==> src/gpm_pkg.sv <==
// Function
// - Pins without a listed default, other than Port B pins 3..2, come out of reset as plain I/O, undriven, with all selects, enables, pulls and codes zero.
// - A pin's input reaches its peripheral only with alternate select, digital enable and a nonzero code all set; pad drive needs select alone.
// - The reset pin resetn restores every pin's select, enable, pull and code defaults.
// - Port A pins 1..0 reset to the UART: select and enable set, no pulls, code 0x1.
// - Port A pins 5..2 reset to the first serial port: select and enable set, no pulls, code 0x1.
// - Port C pins 3..0 reset to debug: select, enable and pull-up set, no pull-down, code 0x3.
// - Seven identical ports A to G, each with its own configuration and data.
// - A software output can change every clock on successive data writes.
// - Each pin's interrupt is edge (rising, falling, both) or level (high, low), gated by a mask.
// - Data accesses use address bits 9..2 as a bit mask for writes and reads.
// - A latched edge is cleared only by writing one to its bit in the clear register.
`default_nettype none
package gpm_pkg;
    localparam int NPORT = 7;
    localparam int NPIN  = 8;
    typedef logic [6:0][7:0]  gpm_byte_t;
    typedef logic [6:0][31:0] gpm_word_t;
    // Offsets within a port; bits 14..12 of the address pick the port
    localparam logic [11:0] OFS_DIR   = 12'h400;
    localparam logic [11:0] OFS_IS    = 12'h404;
    localparam logic [11:0] OFS_IBE   = 12'h408;
    localparam logic [11:0] OFS_IEV   = 12'h40c;
    localparam logic [11:0] OFS_IM    = 12'h410;
    localparam logic [11:0] OFS_RIS   = 12'h414;
    localparam logic [11:0] OFS_MIS   = 12'h418;
    localparam logic [11:0] OFS_ICR   = 12'h41c;
    localparam logic [11:0] OFS_AFSEL = 12'h420;
    localparam logic [11:0] OFS_PUR   = 12'h510;
    localparam logic [11:0] OFS_PDR   = 12'h514;
    localparam logic [11:0] OFS_DEN   = 12'h51c;
    localparam logic [11:0] OFS_PCTL  = 12'h52c;
    // Reset defaults, port G first
    localparam gpm_byte_t AFSEL_RST = {8'h00, 8'h00, 8'h00, 8'h00,
                                       8'h0f, 8'h0c, 8'h3f};
    localparam gpm_byte_t DEN_RST   = {8'h00, 8'h00, 8'h00, 8'h00,
                                       8'h0f, 8'h0c, 8'h3f};
    localparam gpm_byte_t PUR_RST   = {8'h00, 8'h00, 8'h00, 8'h00,
                                       8'h0f, 8'h00, 8'h00};
    localparam gpm_word_t PCTL_RST  = {32'h0, 32'h0, 32'h0, 32'h0,
                                       32'h00003333, 32'h00001100,
                                       32'h00111111};
endpackage
`default_nettype wire

==> src/gpm_top.sv <==
`timescale 1ns/1ns
`default_nettype none
module gpm_top (
    // Clock and reset
    input  wire logic          sys_clk,
    input  wire logic          resetn,
    // Register port
    input  wire logic [14:0]   bus_addr,
    input  wire logic [31:0]   bus_wdata,
    input  wire logic          bus_wr,
    input  wire logic          bus_rd,
    output logic      [31:0]   bus_rdata,
    // Pads
    input  wire logic [55:0]   pad_in,
    output logic      [55:0]   pad_out,
    output logic      [55:0]   pad_oe,
    output logic      [55:0]   pad_pu,
    output logic      [55:0]   pad_pd,
    output logic      [55:0]   pad_den,
    // Peripherals
    input  wire logic [55:0]   periph_out,
    input  wire logic [55:0]   periph_oe,
    output logic      [55:0]   periph_in,
    output logic      [55:0]   periph_conn,
    output logic      [223:0]  pin_function_code,
    // Per-port interrupt lines
    output logic      [6:0]    port_irq
);
    // Connection: select, enable and a nonzero code per pin
    function automatic logic [7:0] fn_conn(input logic [7:0]  af,
                                           input logic [7:0]  en,
                                           input logic [31:0] code);
        logic [7:0] c;
        c = '0;
        for (int i = 0; i < 8; i++)
            c[i] = af[i] & en[i] & (code[4*i +: 4] != 4'h0);
        return c;
    endfunction

    gpm_pkg::gpm_byte_t data_q, dir_q, afsel_q, den_q, pur_q, pdr_q;
    gpm_pkg::gpm_byte_t is_q, ibe_q, iev_q, im_q, edge_q;
    gpm_pkg::gpm_byte_t next_data, next_dir, next_afsel, next_den;
    gpm_pkg::gpm_byte_t next_pur, next_pdr, next_is, next_ibe;
    gpm_pkg::gpm_byte_t next_iev, next_im, next_edge;
    gpm_pkg::gpm_byte_t s1, s2, s3, ris, mis, rd_val, ev, conn;
    gpm_pkg::gpm_word_t pctl_q, next_pctl;
    logic [31:0] next_rdata;
    logic [2:0]  ps;
    logic [11:0] off;
    logic        port_ok;
    logic        is_data;
    logic        wr_ok;

    assign ps      = bus_addr[14:12];
    assign off     = bus_addr[11:0];
    assign port_ok = (ps != 3'h7);
    assign is_data = (off[11:10] == 2'b00);
    assign wr_ok   = bus_wr & port_ok;

    // Pin status and event detection, one port at a time
    always_comb
    begin
        for (int p = 0; p < gpm_pkg::NPORT; p++)
        begin
            // Mode bits act per pin; a whole-byte select would mix modes
            ev[p]     = ~is_q[p] & ((ibe_q[p] & (s2[p] ^ s3[p]))
                        | (~ibe_q[p] & iev_q[p] & s2[p] & ~s3[p])
                        | (~ibe_q[p] & ~iev_q[p] & ~s2[p] & s3[p]));
            ris[p]    = (is_q[p] & ~(iev_q[p] ^ s2[p]))
                        | (~is_q[p] & edge_q[p]);
            mis[p]    = ris[p] & im_q[p];
            rd_val[p] = (dir_q[p] & data_q[p]) | (~dir_q[p] & s2[p]);
            conn[p]   = fn_conn(afsel_q[p], den_q[p], pctl_q[p]);
            port_irq[p] = |mis[p];
        end
    end

    // Register writes; each port decodes its own slot
    always_comb
    begin
        next_data  = data_q;
        next_dir   = dir_q;
        next_afsel = afsel_q;
        next_den   = den_q;
        next_pur   = pur_q;
        next_pdr   = pdr_q;
        next_is    = is_q;
        next_ibe   = ibe_q;
        next_iev   = iev_q;
        next_im    = im_q;
        next_pctl  = pctl_q;
        next_edge  = edge_q;
        for (int p = 0; p < gpm_pkg::NPORT; p++)
        begin
            if (wr_ok && ps == 3'(p))
            begin
                if (is_data)
                    next_data[p] = (data_q[p] & ~off[9:2])
                                 | (bus_wdata[7:0] & off[9:2]);
                else if (off == gpm_pkg::OFS_ICR)
                    next_edge[p] = edge_q[p] & ~bus_wdata[7:0];
                else if (off == gpm_pkg::OFS_DIR)
                    next_dir[p] = bus_wdata[7:0];
                else if (off == gpm_pkg::OFS_IS)
                    next_is[p] = bus_wdata[7:0];
                else if (off == gpm_pkg::OFS_IBE)
                    next_ibe[p] = bus_wdata[7:0];
                else if (off == gpm_pkg::OFS_IEV)
                    next_iev[p] = bus_wdata[7:0];
                else if (off == gpm_pkg::OFS_IM)
                    next_im[p] = bus_wdata[7:0];
                else if (off == gpm_pkg::OFS_AFSEL)
                    next_afsel[p] = bus_wdata[7:0];
                else if (off == gpm_pkg::OFS_PUR)
                    next_pur[p] = bus_wdata[7:0];
                else if (off == gpm_pkg::OFS_PDR)
                    next_pdr[p] = bus_wdata[7:0];
                else if (off == gpm_pkg::OFS_DEN)
                    next_den[p] = bus_wdata[7:0];
                else if (off == gpm_pkg::OFS_PCTL)
                    next_pctl[p] = bus_wdata;
            end
            // A new edge wins over a clear in the same cycle
            next_edge[p] = next_edge[p] | ev[p];
        end
    end

    // Read data, returned in the cycle after the strobe
    always_comb
    begin
        next_rdata = '0;
        if (bus_rd && port_ok)
        begin
            if (is_data)
                next_rdata[7:0] = rd_val[ps] & off[9:2];
            else
                unique case (off)
                    gpm_pkg::OFS_DIR:   next_rdata[7:0] = dir_q[ps];
                    gpm_pkg::OFS_IS:    next_rdata[7:0] = is_q[ps];
                    gpm_pkg::OFS_IBE:   next_rdata[7:0] = ibe_q[ps];
                    gpm_pkg::OFS_IEV:   next_rdata[7:0] = iev_q[ps];
                    gpm_pkg::OFS_IM:    next_rdata[7:0] = im_q[ps];
                    gpm_pkg::OFS_RIS:   next_rdata[7:0] = ris[ps];
                    gpm_pkg::OFS_MIS:   next_rdata[7:0] = mis[ps];
                    gpm_pkg::OFS_AFSEL: next_rdata[7:0] = afsel_q[ps];
                    gpm_pkg::OFS_PUR:   next_rdata[7:0] = pur_q[ps];
                    gpm_pkg::OFS_PDR:   next_rdata[7:0] = pdr_q[ps];
                    gpm_pkg::OFS_DEN:   next_rdata[7:0] = den_q[ps];
                    gpm_pkg::OFS_PCTL:  next_rdata = pctl_q[ps];
                    default:            next_rdata = '0;
                endcase
        end
    end

    // Pads are asynchronous to sys_clk: two stages before use
    always_ff @(posedge sys_clk or negedge resetn)
    begin
        if (!resetn)
        begin
            s1 <= '0;
            s2 <= '0;
            s3 <= '0;
        end
        else
        begin
            s1 <= pad_in;
            s2 <= s1;
            s3 <= s2;
        end
    end

    always_ff @(posedge sys_clk or negedge resetn)
    begin
        if (!resetn)
        begin
            data_q    <= '0;
            dir_q     <= '0;
            pdr_q     <= '0;
            is_q      <= '0;
            ibe_q     <= '0;
            iev_q     <= '0;
            im_q      <= '0;
            edge_q    <= '0;
            afsel_q   <= gpm_pkg::AFSEL_RST;
            den_q     <= gpm_pkg::DEN_RST;
            pur_q     <= gpm_pkg::PUR_RST;
            pctl_q    <= gpm_pkg::PCTL_RST;
            bus_rdata <= '0;
        end
        else
        begin
            data_q    <= next_data;
            dir_q     <= next_dir;
            pdr_q     <= next_pdr;
            is_q      <= next_is;
            ibe_q     <= next_ibe;
            iev_q     <= next_iev;
            im_q      <= next_im;
            edge_q    <= next_edge;
            afsel_q   <= next_afsel;
            den_q     <= next_den;
            pur_q     <= next_pur;
            pctl_q    <= next_pctl;
            bus_rdata <= next_rdata;
        end
    end

    // Peripheral takes over pad_out and pad_oe under alternate select; pulls and digital enable stay with the registers
    assign pad_out = (afsel_q & periph_out) | (~afsel_q & data_q);
    assign pad_oe  = (afsel_q & periph_oe) | (~afsel_q & dir_q);
    assign pad_pu  = pur_q;
    assign pad_pd  = pdr_q;
    assign pad_den = den_q;
    assign periph_conn = conn;
    assign periph_in   = conn & s2;
    assign pin_function_code = pctl_q;
endmodule
`default_nettype wire

==> config.mk <==
export PLATFORM = sky130hd
export DESIGN_NAME = gpm_top
export DESIGN_NICKNAME = d
export VERILOG_FILES = /design/src/gpm_pkg.sv /design/src/gpm_top.sv
export SDC_FILE = /design/constraint.sdc
export NUM_CORES = 2
export LEC_CHECK = 0
export BUFFER_PORTS_ARGS = -buffer_cell sky130_fd_sc_hd__buf_2
export CORE_AREA = 5 5 334 336
export DETAILED_ROUTE_END_ITERATION = 8
export DIE_AREA = 0 0 339 341
export GPL_TIMING_DRIVEN = 1
export PLACE_DENSITY = 0.73
export SLEW_MARGIN = 15
export SYNTH_ARGS = -nofsm -noshare
export SYNTH_HDL_FRONTEND = slang
export SYNTH_SLANG_ARGS = --single-unit
==> constraint.sdc <==
create_clock -name sys_clk -period 5.03 [get_ports sys_clk]
set_input_delay 0.2515 -clock sys_clk [delete_from_list [all_inputs] [get_ports sys_clk]]
set_output_delay 0.2515 -clock sys_clk [all_outputs]
set_load 0.01 [all_outputs]
# After elaboration in Yosys (flattened, before gate mapping)
# Index checks and enable logic that the tools add are counted.
# classes
n_reduce_logical	150
eq_ne	20
magnitude_cmp	1
muxes	52
bitwise_logic	346
# op_table
operator	n
8-bit bitwise AND	107
8-bit NOT	51
8-bit OR	42
8-bit binary-select mux with 3-bit select	12
56-bit bitwise AND	5
8-bit 2-to-1 mux	34
4-bit nonzero test	56
12-bit by 11-bit equality test with 1-bit output, second input constant	13
1-bit bitwise AND	113
56-bit OR	2
8-bit bitwise XOR	14
32-bit binary-select mux with 3-bit select	1
8-bit case mux with 12 select lines	1
13-bit AND reduction	7
12-bit AND reduction	7
11-bit AND reduction	7
10-bit AND reduction	7
32-bit 2-to-1 mux	2
9-bit AND reduction	7
56-bit NOT	1
8-bit AND reduction	7
8-bit OR reduction	7
7-bit AND reduction	7
24-bit 2-to-1 mux	2
other kinds (13)	57
# word_totals
output_inout_bits	655
in_bits	219
wordCells	675
regBits	1040

# Depth between registers and ports, before layout
# depth
depth_word	10
depth_mapped	12
ltp_nobuf	6

# Worst setup path after synthesis
# No wires, ideal clock.
# synth_timing
path_kind	input to register
from	input bus_addr[12]
to	register bus_rdata[2]
n_path_buf	3
setup_time_ns	0.136
required_time_ns	4.894
arrival_time_ns	2.129
path_slack_ns	2.765
path_stages	8
cell_sequence	buf_4 -> buf_4 -> buf_2 -> mux4_2 -> a221oi_1 -> nor2_1 -> a2111oi_0 -> a31oi_1
# synth_between
elab_chain_cells	5
word_cells_on_any_way	32
cone_classes	eq/ne (1); mux (29); bitwise (1); reduce/logical (1)
# synth_rtl
item	line_no	source
from (decl)	gpm_top.sv:8	input wire logic [14:0] bus_addr,
32-bit binary-select mux with 3-bit select, or another cell as far along	gpm_top.sv:149	gpm_pkg::OFS_PCTL: next_rdata = pctl_q[ps];
32-bit 2-to-1 mux (not written as such), or another cell as far along	gpm_top.sv:149	
8-bit case mux with 12 select lines / 8-bit bitwise AND (equally long branches)	gpm_top.sv:137, gpm_top.sv:135	
8-bit 2-to-1 mux	gpm_top.sv:134	if (is_data)
32-bit 2-to-1 mux (*)	gpm_top.sv:132	if (bus_rd && port_ok)
named net next_rdata[2]	gpm_top.sv:47	logic [31:0] next_rdata;
to (signal assigned)	gpm_top.sv:204	bus_rdata <= next_rdata;
to (decl)	gpm_top.sv:12	output logic [31:0] bus_rdata,
# The timed path passes the listed nets; every way through them passes the cells marked *. The select of a mux whose other input is x is not followed.
# A chain may end at the register's enable or synchronous reset.

# Worst setup path after layout
# layout_timing
from	input bus_addr[6]
to	register bus_rdata[1]
# layout_between
elab_chain_cells	4
word_cells_on_any_way	15
cone_classes	eq/ne (12); mux (3)
# layout_rtl
item	line_no	source
12-bit by 11-bit equality test with 1-bit output	gpm_top.sv:137	unique case (off)
8-bit case mux with 12 select lines (*)	gpm_top.sv:137	
8-bit 2-to-1 mux (*)	gpm_top.sv:134	
32-bit 2-to-1 mux (*)	gpm_top.sv:132	
named net next_rdata[1]	gpm_top.sv:47	
# The timed path passes the listed nets; every way through them passes the cells marked *.

==> metrics.txt <==
CTS buffer count=around 110; Post-synth EDFFs=0; Routability Congestion=roughly 1.0; Worst Tran Pin Value=approximately 1300 ps; vias per cell=approximately 6.4; Pleak=29.95 nW; All-Layer GR Usage=39.32%; count of state elements after synthesis=between 1000 and 1500; layout cells sized above 1=between 40% and 50%; Finished Layout Cells=approximately 6600; number of distinct library cells after synthesis=84; # fillers=9076; unrepaired setup endpoints after global routing=false; DP Worst Slack=912.3 ps; setup violators final=0; Mapped Avg Cell Area=approximately 12 sq um; Max-slew headroom=12.90%; Post-Syn Area=a little over 50000 sq um; Die W=around 340 um; CTS max path bufs=3; worst endpoint required time=about 5600 ps; Worst R2R End=bus_rdata[1]; fraction of power consumed by the clock network=between 40 and 50%; final hold viol count=0; post-CTS sizing=0; core area=about 110000 sq um; Final Util=between 50% and 60%; pwr/cell area=between 300 and 400 nW/um^2; clock skew=approximately 23 ps; initial antenna violation count=17; Net Sw Power=about 0.0046 W; pin count of the biggest net entering global routing=around 170; Initial Util=between 40 and 50%; Root Buffer=clkbuf_16; DRC=0; r2r worst-path depth=5; HPWL after detailed placement=about 170000 um; Layout area overhead=21.45%; Pins Over Slew Limit=0; Flop pwr share=46.8%; Worst Hold Path Cells=3; yosys warns=0; Mapped Nets=approximately 4300; Seq/Total Area, Yosys=between 50% and 60%; Final min period=approximately 4300 ps; CTS tree=yes; wire length per cell=between 30 and 40 um; clock transition at the registers of the reported paths=60 ps; final WL=233900 um; H-tree depth=3; setup slack, reg-to-reg=around 2300 ps; arrival time at the worst endpoint=around 4800 ps; internal power=0.01392 W; most frequent cells in the layout=dfrtp_1 (996), mux2_2 (911), buf_2 (869); Logic pwr share=around 6.7%; Syn Inst Count=4093; share of flip-flops with an asynchronous set or reset=100.0%; worst-path fanout max=11; crit path kind=primary input to flop; DR vias=approximately 42000; Sink Count=roughly 1000; Hold WC Path Type=primary input to flop; Max VDD drop=~0.29 mV; hold path start=bus_addr[5]; Crit. End Element=flop; crit start category=primary input; status=finished clean; vias in the first global route=approximately 42000; top_reg_cell synth=dfrtp_1; Detail Route Antenna Nets=0; # port buffers=around 870; Clock Latency Late Sink=about 700 ps; Max Fclk=232.3 MHz; Layout Nets=between 5000 and 6000; Pre-Repair DR Iteration Count=8; Setup TNS=0 ps; final worst-path cycle share=approximately 86%; critical path's largest stage delay=between 900 and 1000 ps; Worst path slowest cell=nor4b_2; IO Count=874; Buf/Inv on CP=2; crit-path cells=dlygate4sd3_1, buf_2, nor4b_2, nand3_1, a211oi_1, a21oi_1, o2111a_1, a221oi_1; Die H=approximately 340 um; Max-Cap Viols=0; PnR worst setup slack=roughly 730 ps; switch share=between 20% and 30%; R2R Path Start=pin_function_code[97]; die footprint=between 100000 and 150000 sq um; most common cell after layout, fill and taps aside=dfrtp_1; FP Rows=roughly 120; post-placement cell count=between 6000 and 7000; global-route wire length before repair=roughly 330000 um; family with the most delay on the worst path=compound AO/OA/AOI/OAI gates; grt ovf=0; Design Power=~0.019 W; initial drt markers=5166
==> metal layers <==
metal / part of all wire (%) / global-route usage, %
met2: 44 / 59.69
met4: 8.6 / 26.12
met1: 36 / 48.01
met3: 11 / 13.07
met5: 0.027 / 0.2500
==> cell families after synthesis <==
kind of cell / synth area share [%]
AND/OR/NAND/NOR: 8.234
XOR/XNOR: 0.9684
flip-flops: 51.49
multiplexers: 29.12
AO/OA/AOI/OAI: 7.367
buffers and inverters: 2.816
==> sequential cells by signal, summed over array words and instances (netlist names), named ones only <==
name and flops:
s3 56, is_q 56, pad_pd 56, pin_function_code 224, s1 56, pad_den 56
pad_pu 56, afsel_q 56, bus_rdata 32, ibe_q 56, edge_q 56, s2 56
im_q 56, dir_q 56, iev_q 56
==> through the flow <==
stage	instance area (sq um)	hold slack, ps
2_1_floorplan	50650	-44.09
3_3_place_gp	56780	303.3
3_5_place_dp	56790	308.1
6_report	61510	27.27
4_1_cts	61470	8.568
5_1_grt	61480	26.71
==> synthesized netlist by cell type (32+ instances only) <==
library cell	instances	share of area, %
nor2_1	350	2.6
nand2_1	193	1.4
mux2i_1	195	3.9
xnor2_1	55	0.95
inv_1	90	0.67
mux2_2	911	20
o22ai_1	32	0.40
o21ai_0	206	2.0
a21oi_1	152	1.5
dfstp_2	44	2.3
nand2_2	35	0.43
mux4_2	94	4.2
and2_1	59	0.73
nor4_1	59	0.73
clkbuf_1	110	0.82
dfrtp_1	996	49
buf_2	80	0.79
nor2b_1	32	0.40
==> power by group through the flow <==
stage / logic (W) / registers, W / clock network, W
after global placement: 0.00115 / 0.00882 / 0
after global routing: 0.00132 / 0.00868 / 0.00899
final: 0.00125 / 0.00868 / 0.00862
after CTS: 0.00123 / 0.00867 / 0.00866
after detailed placement: 0.00117 / 0.00882 / 0
after floorplan: 0.000552 / 0.00873 / 0
==> cell type report <==
| class | instances | area (sq um) | area share, % |
|---|---|---|---|
| clock buffers | 159 | 3279 | 5.331 |
| inverters | 92 | 347.8 | 0.5655 |
| clock inverters | 48 | 528.0 | 0.8584 |
| diodes | 16 | 40.04 | 0.06509 |
| flip-flops and latches | 1040 | 26080 | 42.40 |
| multi-input cells | 2735 | 23340 | 37.95 |
| well taps | 1414 | 1769 | 2.876 |
| repair buffers | 1060 | 6123 | 9.955 |
==> what timing repair did <==
item / 4_1_cts / 5_1_grt
endpoints found under the hold margin: 309 / 0
setup buffers: 0 / 0
hold buffers: 87 / 0
==> worst max-delay path by stage <==
stage	cells past startpoint	endpoint	from	slack, ps
2_1_floorplan	8	bus_rdata[2]	bus_addr[12]	2770
3_3_place_gp	7	bus_rdata[2]	bus_addr[4]	800
3_5_place_dp	7	dir_q[9]	bus_addr[4]	910
4_1_cts	8	dir_q[3]	bus_addr[6]	1110
5_1_grt	8	bus_rdata[1]	bus_addr[6]	820
6_report	8	bus_rdata[1]	bus_addr[6]	730
==> worst min-delay path: cells and delay by family <==
| family | cells | cell delay, ps |
|---|---|---|
| muxes | 1 | 140 |
| and+or+nand+nor | 1 | 100 |
| buffers and inverters | 1 | 210 |
Power figures use the tool's default switching activity.
